===== config.mk =====
export PLATFORM = sky130hd
export DESIGN_NAME = scl_strap_link
export DESIGN_NICKNAME = d
export VERILOG_FILES = /design/src/inc/scl_pkg.sv /design/src/logic/scl_level_quant.sv /design/src/logic/scl_strap_link.sv
export VERILOG_INCLUDE_DIRS = /design/src /design/src/inc
export SDC_FILE = /design/constraint.sdc
export NUM_CORES = 1
export LEC_CHECK = 0
export BUFFER_PORTS_ARGS = -buffer_cell sky130_fd_sc_hd__buf_4
export CAP_MARGIN = 0
export CORE_MARGIN = 8
export CORE_UTILIZATION = 53
export DETAILED_ROUTE_END_ITERATION = 12
export GPL_TIMING_DRIVEN = 0
export PLACE_DENSITY = 0.85
export SETUP_SLACK_MARGIN = 0.5
export SLEW_MARGIN = 20
export SYNTH_ARGS = -nofsm -noshare
export SYNTH_HDL_FRONTEND = slang
export SYNTH_SLANG_ARGS = --single-unit
export TNS_END_PERCENT = 5

===== constraint.sdc =====
create_clock -name clk_i -period 4.4 [get_ports clk_i]
set_clock_uncertainty 0.05 [all_clocks]
set_input_delay 0.88 -clock clk_i [delete_from_list [all_inputs] [get_ports clk_i]]
set_output_delay 0.88 -clock clk_i [all_outputs]
set_load 0.01 [all_outputs]

===== src/inc/scl_defines.svh =====
`ifndef SCL_DEFINES_SVH
`define SCL_DEFINES_SVH

// Register offsets
`define SCL_OFS_PORT_PTR 8'h1e
`define SCL_OFS_CAP_OVR 8'h20
`define SCL_OFS_REMOTE_ADDR 8'h4e
`define SCL_OFS_ID_SRC 8'h4f
`define SCL_OFS_BRIDGE_CFG 8'h54
`define SCL_OFS_PAIR_CTL 8'h5b
`define SCL_OFS_STATUS 8'h5c

// Reset values, port 1 pointer select and fast control capability value
`define SCL_RST_PORT_PTR 8'h01
`define SCL_RST_REMOTE_ADDR 8'ha0
`define SCL_RST_ZERO 8'h00
`define SCL_PORT1_SEL 8'h02
`define SCL_CAP_FAST_CTL 8'h8f

// Field positions and pairing mode codes
`define SCL_BIT_ID_SRC 0
`define SCL_BIT_AUX_AUDIO 1
`define SCL_BIT_REM_COPY 5
`define SCL_BIT_EXTERNAL_CONTROLLER_STRAP 7
`define SCL_BIT_CABLE 7
`define SCL_PAIR_MODE_HI 2
`define SCL_PAIR_FORCE_DUAL 3'h3
`define SCL_PAIR_FORCE_SINGLE 3'h4

// Strap decode bit positions within a level code
`define SCL_S0_ID_SRC 1
`define SCL_S0_AUX 0
`define SCL_S1_EXT 2
`define SCL_S1_CABLE 1
`define SCL_S1_REM_COPY 0

// Divider ratio in 1/255 steps; thresholds sit midway between nominal levels
`define SCL_S0_THRESH {8'h9c, 8'h61, 8'h1b}
`define SCL_S1_THRESH {8'he4, 8'hba, 8'h9c, 8'h7f, 8'h61, 8'h44, 8'h1b}

// Pixel clock limits in MHz
`define SCL_SINGLE_MAX_MHZ 8'd96
`define SCL_LEGACY_MAX_MHZ 8'd85
`define SCL_DUAL_MAX_MHZ 8'd210

`endif


===== src/inc/scl_pkg.sv =====
package scl_pkg;
	typedef enum logic [1:0] {
		SCL_ST_WAIT = 2'b00,
		SCL_ST_CAPTURE = 2'b01,
		SCL_ST_RUN = 2'b10
	} scl_state_type;

	typedef enum logic [1:0] {
		SCL_ID_INTERNAL = 2'b00,
		SCL_ID_REMOTE = 2'b01,
		SCL_ID_LOCAL = 2'b10
	} scl_id_src_type;
endpackage


===== src/logic/scl_level_quant.sv =====
module scl_level_quant #(
	parameter int LEVELS = 4,
	parameter int CODE_W = 2
) (
	input wire logic [7:0] ratio_i,
	input wire logic [LEVELS-2:0][7:0] thresh_i,
	output logic [CODE_W-1:0] level_o
);
	// Level index is the number of thresholds at or below the ratio
	always_comb begin
		level_o = '0;
		for (int i = 0; i < LEVELS - 1; i++) begin
			if (ratio_i >= thresh_i[i]) begin
				level_o = CODE_W'(i + 1);
			end
		end
	end
endmodule


===== src/logic/scl_strap_link.sv =====
// Contract
// Settings come from straps or later register writes; writes override straps.
// Both straps sampled at power-up into their register fields.
// Strap 0 quantized to four levels, strap 1 to eight, binary order.
// Source 0: remote id memory if present, else internal SRAM.
// Remote id address defaults to 0xA0 and is writable.
// Source 1: external local id memory is used.
// Aux audio 0: link audio only; 1: adds aux serial audio.
// External control 0: internal; 1: external controller over control pins.
// Cable 0: twisted pair; 1: coaxial.
// Remote copy 1: copy remote image into SRAM if present.
// Latched straps readable/writable at 0x4F[0], 0x54[1,5,7], 0x5B[7].
// Single-link sends all video on one link, up to 96 MHz.
// Older receivers supported in single-link only below 85 MHz.
// Forced single mode disables secondary phy and its back channel.
// Dual-link alternates pixels on two lanes at half rate, up to 210 MHz.
// Auto dual only with dual-capable receiver and sufficient clock, unless forced.
// Secondary link may carry fast control channel if receiver supports it.
// Host sets pointer 0x02, writes 0x8F capability, restores pointer 0x01.
// Writing 011b to pairing control low bits forces dual, no auto-detect.
// Host performs all configuration writes in the initial sequence.
// Straps sampled once after reset release, never again.
`include "scl_defines.svh"

module scl_strap_link
	import scl_pkg::*;
(
	input wire logic clk_i,
	input wire logic rst_n_i,
	input wire logic [7:0] strap0_ratio_i,
	input wire logic [7:0] strap1_ratio_i,
	input wire logic reg_wr_i,
	input wire logic reg_rd_i,
	input wire logic [7:0] reg_addr_i,
	input wire logic [7:0] reg_wdata_i,
	output logic [7:0] reg_rdata_o,
	input wire logic remote_id_present_i,
	input wire logic dual_capable_rx_i,
	input wire logic pclk_min_met_i,
	input wire logic [7:0] pclk_mhz_i,
	input wire logic pix_valid_i,
	input wire logic [23:0] pix_data_i,
	output logic [1:0] id_source_o,
	output logic [7:0] remote_id_addr_o,
	output logic id_copy_req_o,
	output logic aux_audio_en_o,
	output logic ext_ctrl_o,
	output logic cable_type_bit_o,
	output logic dual_mode_o,
	output logic secondary_en_o,
	output logic fast_control_channel_o,
	output logic rate_over_o,
	output logic legacy_ok_o,
	output logic lane0_valid_o,
	output logic [23:0] lane0_data_o,
	output logic lane1_valid_o,
	output logic [23:0] lane1_data_o
);
	logic rst_meta_reg;
	logic rst_sync_reg;
	logic rst_n;
	always_ff @(posedge clk_i or negedge rst_n_i) begin
		if (!rst_n_i) begin
			rst_meta_reg <= 1'b0;
			rst_sync_reg <= 1'b0;
		end else begin
			rst_meta_reg <= 1'b1;
			rst_sync_reg <= rst_meta_reg;
		end
	end
	assign rst_n = rst_sync_reg;
	logic [1:0] s0_level;
	logic [2:0] s1_level;
	scl_level_quant #(.LEVELS(4), .CODE_W(2)) u_q0 (
		.ratio_i(strap0_ratio_i),
		.thresh_i(`SCL_S0_THRESH),
		.level_o(s0_level)
	);
	scl_level_quant #(.LEVELS(8), .CODE_W(3)) u_q1 (
		.ratio_i(strap1_ratio_i),
		.thresh_i(`SCL_S1_THRESH),
		.level_o(s1_level)
	);
	scl_state_type state_reg, state_next;
	logic [7:0] ptr_reg, ptr_next;
	logic [7:0] cap0_reg, cap0_next;
	logic [7:0] cap1_reg, cap1_next;
	logic [7:0] raddr_reg, raddr_next;
	logic [7:0] idsrc_reg, idsrc_next;
	logic [7:0] bcfg_reg, bcfg_next;
	logic [7:0] pair_reg, pair_next;
	logic [7:0] rdata_reg, rdata_next;
	logic wr_ok;
	assign wr_ok = reg_wr_i && (state_reg == SCL_ST_RUN);
	always_comb begin
		state_next = state_reg;
		ptr_next = ptr_reg;
		cap0_next = cap0_reg;
		cap1_next = cap1_reg;
		raddr_next = raddr_reg;
		idsrc_next = idsrc_reg;
		bcfg_next = bcfg_reg;
		pair_next = pair_reg;
		case (state_reg)
			SCL_ST_WAIT: state_next = SCL_ST_CAPTURE;
			SCL_ST_CAPTURE: begin
				// One-shot latch of both straps
				idsrc_next[`SCL_BIT_ID_SRC] = s0_level[`SCL_S0_ID_SRC];
				bcfg_next[`SCL_BIT_AUX_AUDIO] = s0_level[`SCL_S0_AUX];
				bcfg_next[`SCL_BIT_EXTERNAL_CONTROLLER_STRAP] = s1_level[`SCL_S1_EXT];
				bcfg_next[`SCL_BIT_REM_COPY] = s1_level[`SCL_S1_REM_COPY];
				pair_next[`SCL_BIT_CABLE] = s1_level[`SCL_S1_CABLE];
				state_next = SCL_ST_RUN;
			end
			SCL_ST_RUN: state_next = SCL_ST_RUN;
			default: state_next = SCL_ST_WAIT;
		endcase
		if (wr_ok) begin
			case (reg_addr_i)
				`SCL_OFS_PORT_PTR: ptr_next = reg_wdata_i;
				`SCL_OFS_CAP_OVR: begin
					// Pointer picks which downstream port the override belongs to
					if (ptr_reg == `SCL_PORT1_SEL) begin
						cap1_next = reg_wdata_i;
					end else begin
						cap0_next = reg_wdata_i;
					end
				end
				`SCL_OFS_REMOTE_ADDR: raddr_next = reg_wdata_i;
				`SCL_OFS_ID_SRC: idsrc_next = reg_wdata_i;
				`SCL_OFS_BRIDGE_CFG: bcfg_next = reg_wdata_i;
				`SCL_OFS_PAIR_CTL: pair_next = reg_wdata_i;
				default: ;
			endcase
		end
	end

	logic force_dual, force_single, dual_mode, sec_en, fcc_ok;
	logic [7:0] status;
	always_comb begin
		force_dual = pair_reg[`SCL_PAIR_MODE_HI:0] == `SCL_PAIR_FORCE_DUAL;
		force_single = pair_reg[`SCL_PAIR_MODE_HI:0] == `SCL_PAIR_FORCE_SINGLE;
		// Forced modes bypass auto-detection entirely
		if (force_dual) begin
			dual_mode = 1'b1;
		end else if (force_single) begin
			dual_mode = 1'b0;
		end else begin
			dual_mode = dual_capable_rx_i && pclk_min_met_i;
		end
		sec_en = !force_single;
		fcc_ok = sec_en && (dual_capable_rx_i || cap1_reg == `SCL_CAP_FAST_CTL);
		status = {4'h0, fcc_ok, sec_en, dual_mode, state_reg == SCL_ST_RUN};
		rdata_next = 8'h00;
		if (reg_rd_i) begin
			case (reg_addr_i)
				`SCL_OFS_PORT_PTR: rdata_next = ptr_reg;
				`SCL_OFS_CAP_OVR: rdata_next = (ptr_reg == `SCL_PORT1_SEL) ? cap1_reg : cap0_reg;
				`SCL_OFS_REMOTE_ADDR: rdata_next = raddr_reg;
				`SCL_OFS_ID_SRC: rdata_next = idsrc_reg;
				`SCL_OFS_BRIDGE_CFG: rdata_next = bcfg_reg;
				`SCL_OFS_PAIR_CTL: rdata_next = pair_reg;
				`SCL_OFS_STATUS: rdata_next = status;
				default: rdata_next = 8'h00;
			endcase
		end
	end

	always_ff @(posedge clk_i or negedge rst_n) begin
		if (!rst_n) begin
			state_reg <= SCL_ST_WAIT;
			ptr_reg <= `SCL_RST_PORT_PTR;
			cap0_reg <= `SCL_RST_ZERO;
			cap1_reg <= `SCL_RST_ZERO;
			raddr_reg <= `SCL_RST_REMOTE_ADDR;
			idsrc_reg <= `SCL_RST_ZERO;
			bcfg_reg <= `SCL_RST_ZERO;
			pair_reg <= `SCL_RST_ZERO;
			rdata_reg <= `SCL_RST_ZERO;
		end else begin
			state_reg <= state_next;
			ptr_reg <= ptr_next;
			cap0_reg <= cap0_next;
			cap1_reg <= cap1_next;
			raddr_reg <= raddr_next;
			idsrc_reg <= idsrc_next;
			bcfg_reg <= bcfg_next;
			pair_reg <= pair_next;
			rdata_reg <= rdata_next;
		end
	end
	assign reg_rdata_o = rdata_reg;
	// Setting outputs, registered
	logic [1:0] idsel_reg, idsel_next;
	logic copy_reg, copy_next;
	logic [7:0] cfg_out_reg, cfg_out_next;
	logic [7:0] pclk_lim;
	always_comb begin
		if (idsrc_reg[`SCL_BIT_ID_SRC]) begin
			idsel_next = SCL_ID_LOCAL;
		end else if (remote_id_present_i) begin
			idsel_next = SCL_ID_REMOTE;
		end else begin
			idsel_next = SCL_ID_INTERNAL;
		end
		copy_next = bcfg_reg[`SCL_BIT_REM_COPY] && remote_id_present_i;
		pclk_lim = dual_mode ? `SCL_DUAL_MAX_MHZ : `SCL_SINGLE_MAX_MHZ;
		cfg_out_next = {
			pclk_mhz_i > pclk_lim,
			!dual_mode && pclk_mhz_i < `SCL_LEGACY_MAX_MHZ,
			fcc_ok,
			sec_en,
			dual_mode,
			pair_reg[`SCL_BIT_CABLE],
			bcfg_reg[`SCL_BIT_EXTERNAL_CONTROLLER_STRAP],
			bcfg_reg[`SCL_BIT_AUX_AUDIO]
		};
	end

	always_ff @(posedge clk_i or negedge rst_n) begin
		if (!rst_n) begin
			idsel_reg <= SCL_ID_INTERNAL;
			copy_reg <= 1'b0;
			cfg_out_reg <= `SCL_RST_ZERO;
		end else begin
			idsel_reg <= idsel_next;
			copy_reg <= copy_next;
			cfg_out_reg <= cfg_out_next;
		end
	end
	assign id_source_o = idsel_reg;
	assign remote_id_addr_o = raddr_reg;
	assign id_copy_req_o = copy_reg;
	assign aux_audio_en_o = cfg_out_reg[0];
	assign ext_ctrl_o = cfg_out_reg[1];
	assign cable_type_bit_o = cfg_out_reg[2];
	assign dual_mode_o = cfg_out_reg[3];
	assign secondary_en_o = cfg_out_reg[4];
	assign fast_control_channel_o = cfg_out_reg[5];
	assign legacy_ok_o = cfg_out_reg[6];
	assign rate_over_o = cfg_out_reg[7];

	// Pixel steering: single puts all on lane 0, dual alternates lanes
	logic odd_reg, odd_next;
	logic v0_reg, v0_next, v1_reg, v1_next;
	logic [23:0] d0_reg, d0_next, d1_reg, d1_next;
	always_comb begin
		odd_next = odd_reg;
		v0_next = 1'b0;
		v1_next = 1'b0;
		d0_next = d0_reg;
		d1_next = d1_reg;
		if (!cfg_out_reg[3]) begin
			odd_next = 1'b0;
			if (pix_valid_i) begin
				v0_next = 1'b1;
				d0_next = pix_data_i;
			end
		end else if (pix_valid_i) begin
			odd_next = !odd_reg;
			if (odd_reg) begin
				v1_next = 1'b1;
				d1_next = pix_data_i;
			end else begin
				v0_next = 1'b1;
				d0_next = pix_data_i;
			end
		end
	end

	always_ff @(posedge clk_i or negedge rst_n) begin
		if (!rst_n) begin
			odd_reg <= 1'b0;
			v0_reg <= 1'b0;
			v1_reg <= 1'b0;
			d0_reg <= 24'h000000;
			d1_reg <= 24'h000000;
		end else begin
			odd_reg <= odd_next;
			v0_reg <= v0_next;
			v1_reg <= v1_next;
			d0_reg <= d0_next;
			d1_reg <= d1_next;
		end
	end
	assign lane0_valid_o = v0_reg;
	assign lane0_data_o = d0_reg;
	assign lane1_valid_o = v1_reg;
	assign lane1_data_o = d1_reg;
endmodule


# ---- Word level (Yosys, flattened, before mapping)
# Index checks and enable logic that the tools add are counted.
dict set report op_classes {
  order_cmp 12
  n_eq_ne 15
  mux 43
  bitwise 1
  n_reduce_logical 20
}
# cell n
set op_table {}
lappend op_table {{$mux 24} 4}
lappend op_table {{$mux 8} 7}
lappend op_table {{$pmux 8 s7} 1}
lappend op_table {{$eq 8x7->1 const B} 5}
lappend op_table {{$ge 8x7->1 const B} 4}
lappend op_table {{$ge 8x8->1 const B} 4}
lappend op_table {{$mux 1} 21}
lappend op_table {{$ge 8x5->1 const B} 2}
lappend op_table {{$mux 3} 4}
lappend op_table {{$reduce_and 2->1} 6}
lappend op_table {{$mux 2} 5}
lappend op_table {{$reduce_and 3->1} 3}
lappend op_table {{$eq 8x2->1 const B} 1}
lappend op_table {{$eq 8x5->1 const B} 1}
lappend op_table {{$eq 8x6->1 const B} 1}
lappend op_table {{$eq 8x8->1 const B} 1}
lappend op_table {{$gt 8x8->1} 1}
lappend op_table {{$lt 8x7->1 const B} 1}
lappend op_table {{$logic_and 1x1->1} 5}
lappend op_table {{$ne 2x2->1 const B} 2}
lappend op_table {{$pmux 2 s2} 1}
lappend op_table {{$eq 3x2->1 const B} 1}
lappend op_table {{$eq 3x3->1 const B} 1}
lappend op_table {{$logic_not 1->1} 3}
lappend op_table {{6 further kinds} 6}
dict set report totals {
  ff_bits 130
  in_bits 72
  out_inout_bits 77
  word_cells 113
}

# ---- Logic depth before layout (Yosys ltp)
dict set report depth {
  word_depth 11
  ltp_mapped 9
  mapped_depth_nobuf 9
}

# ---- Hierarchy
# A second synthesis with hierarchy kept.
dict set report unflattened {
  cells_unflattened 636
  hier_area_um2 7487.2
}
# module n_inst cells_per_inst area_per_inst_um2 seq_area_each_um2
set by_module_without_submodules {}
lappend by_module_without_submodules {scl_strap_link 1 378 5454.0 3256.9}
lappend by_module_without_submodules {{scl_level_quant (u_q1)} 1 182 1397.6 0.0}
lappend by_module_without_submodules {{scl_level_quant (u_q0)} 1 76 635.6 0.0}

# ---- Worst setup path after synthesis
# Ideal clock, no wire load.
dict set report synth_timing {
  path_kind {input-to-reg}
  from {input dual_capable_rx_i}
  to {register cfg_out_reg[7]}
  setup_time_ns 0.126
  arrival_time_ns 2.169
  t_required_ns 4.224
  path_slack_ns 2.055
  cell_stages 8
  n_path_buf 0
  path_cell_list {a22oi_1 > o22ai_1 > ha_1 > a21o_1 > a31oi_1 > a21oi_1 > nor3_1 > a21oi_1}
}
dict set report synth_between {
  elab_chain_cells 5
}
# element line
set synth_lines {}
lappend synth_lines {{start: declaration} scl_strap_link.sv:38} ;# input wire logic dual_capable_rx_i,
lappend synth_lines {{$logic_and 1x1->1} scl_strap_link.sv:149} ;# dual_mode = dual_capable_rx_i && pclk_min_met_i;
lappend synth_lines {{$mux 1} scl_strap_link.sv:146} ;# end else if (force_single) begin
lappend synth_lines {{$mux 1} scl_strap_link.sv:144} ;# if (force_dual) begin
lappend synth_lines {{via cfg_out_next[3]} scl_strap_link.sv:196} ;# logic [7:0] cfg_out_reg, cfg_out_next;
lappend synth_lines {{$mux 8 (no line)} n/a}
lappend synth_lines {{$gt 8x8->1} scl_strap_link.sv:209} ;# pclk_mhz_i > pclk_lim,
lappend synth_lines {{via cfg_out_next[7]} scl_strap_link.sv:196}
lappend synth_lines {{end signal: assignment} scl_strap_link.sv:224} ;# cfg_out_reg <= `SCL_RST_ZERO;
lappend synth_lines {{end signal: assignment} scl_strap_link.sv:228} ;# cfg_out_reg <= cfg_out_next;
lappend synth_lines {{end: declaration} scl_strap_link.sv:196}
# The timed path passes the listed nets, and every way through them passes these cells.
# A chain may end at the register's enable or synchronous reset.

# ---- Final worst setup path
dict set report layout_timing {
  from {input reg_addr_i[5]}
  to {register bcfg_reg[7]}
}
dict set report layout_between {
  elab_chain_cells 3
}
# element line
set layout_lines {}
lappend layout_lines {{start: declaration} scl_strap_link.sv:34} ;# input wire logic [7:0] reg_addr_i,
lappend layout_lines {{$eq 8x7->1} scl_strap_link.sv:119} ;# case (reg_addr_i)
lappend layout_lines {{$mux 8} scl_strap_link.sv:119}
lappend layout_lines {{$mux 8} scl_strap_link.sv:118} ;# if (wr_ok) begin
lappend layout_lines {{via bcfg_next[7]} scl_strap_link.sv:90} ;# logic [7:0] bcfg_reg, bcfg_next;
lappend layout_lines {{end signal: assignment} scl_strap_link.sv:177} ;# bcfg_reg <= `SCL_RST_ZERO;
lappend layout_lines {{end signal: assignment} scl_strap_link.sv:187} ;# bcfg_reg <= bcfg_next;
lappend layout_lines {{end: declaration} scl_strap_link.sv:90}
# The timed path passes the listed nets, and every way through them passes these cells.

==> impl_metrics.py <==
metrics = {
    "status": {
        "status": "finished, final reports clean",
    },
    "power_and_ir_drop": {
        "pwr-share-clk": 0.425,
        "comb_power_share": 0.141,
        "p_sw_w": 0.000797,
        "p_int_w": 0.00236,
        "p_per_area_nw_per_um2": 415,
        "ir_drop_mv": 0.230,
        "swShare": 0.252,
        "p_leak_nw": 3.65,
        "seq_power_share": 0.434,
    },
    "finish": {
        "nets": 670,
        "post-route-util": 0.715,
        "antenna_cells": 0,
        "drive_above_1_share": 0.518,
        "area_growth_pct": 33.8,
    },
    "critical_path": {
        "cp_slowest_cell": "nor3_1",
        "crit_chain": "buf_4 -> nor3b_1 -> nand4_1 -> nor3_1 -> o21ai_0",
        "start_kind": "input port",
        "cp.required_ps": 4690,
        "critical_path.max_fanout": 8,
        "critical-path-max-stage-delay_ps": 990,
        "end_kind": "flop",
        "arrival_ps": 2820,
        "crit_type": "input port to flop",
    },
    "global_route": {
        "grt_pass1_vias": 4629,
        "grt_pass1_wl_um": 24100,
        "globalRouteTotalUtil": 0.214,
        "grt_max_degree": 55,
        "antenna_found_initial": 0,
        "grt_overflow": 0,
    },
    "clocking": {
        "hold_buffers": 0,
        "ctsResizeCount": 0,
        "clock_path_buffers": 2,
        "clkLatencyLatePin_ps": 520,
        "postCtsSetupRepairBufs": 0,
        "cts_num_sinks": 130,
        "cts_tree": "built",
        "h-tree-depth": 4,
        "clockRootBuffer": "clkbuf_8",
        "numCtsBuffers": 17,
        "cts.clk_slew.worst_paths_ps": 60,
    },
    "yosys": {
        "seq_area_frac_synth": 0.572,
        "synth_area_leader_cell": "dfrtp_1",
        "synth.ff_latch_count": 130,
        "synth_edf_count": 0,
        "syn-cell-area_um2": 5690,
        "synth_cell_types": 56,
        "ys.flop_type": "dfrtp_1",
        "synth_area_leaders": "dfrtp_1 56%, mux2_2 22%, nand2_1 2.8%",
        "synth-async-reset-ratio": 1.00,
        "synth_nets": 502,
        "syn_avg_cell_area_um2": 13.5,
        "yosys_warnings": 0,
        "netlist.area_leader.share": 0.558,
        "netlist_instances": 423,
    },
    "timing": {
        "slew_violations": 0,
        "finalHoldViolCount": 0,
        "fmax_mhz": 395,
        "finalSetupViolCount": 0,
        "relSlewSlack": 0.228,
        "fin_crit_sh": 0.576,
        "finalCriticalPeriod_ps": 2530,
        "tightest_slew_ps": 1150,
        "rsz0062_at_grt": "false",
        "tns_ps": 0,
    },
    "placement": {
        "place.port_buffers": 147,
        "place.gp.congestion": 0.863,
        "hpwl_um": 11000,
    },
    "floorplan": {
        "ios": 149,
        "die_h_um": 120,
        "core_um2": 10700,
        "rows": 38,
        "die_width_um": 120,
        "start_util": 0.534,
        "die-area_um2": 14300,
    },
    "route": {
        "viasPerCell": 5.70,
        "drt_iter0_drc": 248,
        "vias": 4239,
        "post-route-drc-count": 0,
        "drtAntennaViolNets": 0,
        "routedWlPerCell_um": 20.2,
        "wirelength_um": 15000,
        "dr.pass1.iters": 5,
    },
    "worst_hold_path": {
        "min_path_type": "input port to async pin",
    },
    "job": {
        "drv_cap": 0,
    },
}
[worst max-delay path: cells and delay by family]
family	cells	cell delay (ps)
compound gates	1	250
buf+inv	1	130
simple gates	3	1550
[cells in the final DEF (no fill, tap or decap), types with 5 or more instances in the layout]
cell	n
buf_4	148
a222oi_1	6
mux2_2	111
a31oi_1	10
clkbuf_16	16
nor2_1	11
dfrtp_1	126
ha_1	7
nand4_1	5
inv_1	6
nand2_1	43
o21ai_0	6
a21oi_1	9
[stage by stage]
| step | worst slack, ps | area [um2] | hold WS [ps] | total power [W] | cells |
|---|---|---|---|---|---|
| 6_report | 1870 | 7610 | 88.1 | 0.00316 | 744 |
| 5_1_grt | 1850 | 7610 | 67.6 | 0.00329 | 744 |
| 4_1_cts | 1930 | 7610 | 68.5 | 0.00319 | 744 |
| 3_5_place_dp | 1380 | 7030 | 193 | 0.00184 | 712 |
| 3_3_place_gp | 1350 | 6970 | 286 | 0.00181 | 710 |
| 2_1_floorplan | 2050 | 5690 | 281 | 0.00157 | 423 |
[layout make-up]
class	count	area [um2]
multi-input cells	277	2360
flip-flops and latches	130	3260
plain buffers	10	58.8
inverters	6	22.5
clock inverters	14	156
fillers	700	3040
well taps	140	175
clock buffers	18	418
repair buffers	149	1160
[power groups by stage]
| stage | combinational (W) | sequential (W) | clock [W] |
|---|---|---|---|
| detailed placement | 0.000447 | 0.00139 | 0 |
| global placement | 0.000408 | 0.00140 | 0 |
| finish | 0.000445 | 0.00137 | 0.00134 |
| CTS | 0.000451 | 0.00137 | 0.00137 |
| floorplan | 0.000142 | 0.00143 | 0 |
| global route | 0.000483 | 0.00138 | 0.00142 |
[layer usage]
layer | vias to the layer above | part of all wire | GRT usage
li1 | 1906 | - | -
met2 | 190 | 0.50 | 0.358
met3 | 23 | 0.080 | 0.0742
met1 | 2120 | 0.41 | 0.252
met5 | - | 0 | 0
met4 | 0 | 0.015 | 0.0757
[logic make-up (layout without fill, tap and decap cells)]
| group | after synthesis | count (layout) | share of synthesized area |
|---|---|---|---|
| compound gates | 52 | 52 | 0.0642 |
| buf+inv | 16 | 197 | 0.0143 |
| mux | 115 | 115 | 0.227 |
| xor+xnor | 1 | 1 | 0.00154 |
| fa+ha+maj | 7 | 7 | 0.0154 |
| other cells | 1 | 1 | 0.000659 |
| simple gates | 101 | 101 | 0.105 |
| flops | 130 | 130 | 0.572 |
[Yosys cell counts (4+ instances only)]
library cell and count:
dfrtp_1 127, mux2_2 111, nand2_1 43, nor2_1 11, a31oi_1 10, a21oi_1 9, ha_1 7, a222oi_1 6
inv_1 6, o21ai_0 6, nand4_1 5, mux2i_1 4, nor3_1 4
[path summary, 6_finish.rpt]
| kind | from | end | slack, ps | cells past startpoint |
|---|---|---|---|---|
| max | reg_addr_i[5] | bcfg_reg[7] | 1870 | 5 |
| min reg2reg | rst_n | lane1_data_o[19] | 190 | 0 |
| min in group clk_i | rst_meta_reg | rst_n | 310 | 0 |
| min | rst_n_i | rst_meta_reg | 90 | 1 |
| max reg2reg | ptr_reg[4] | cap0_reg[3] | 2080 | 4 |
| max in group asynchronous | rst_n | remote_id_addr_o[7] | 3500 | 1 |
Note: power is estimated with default switching activity, not from simulation.
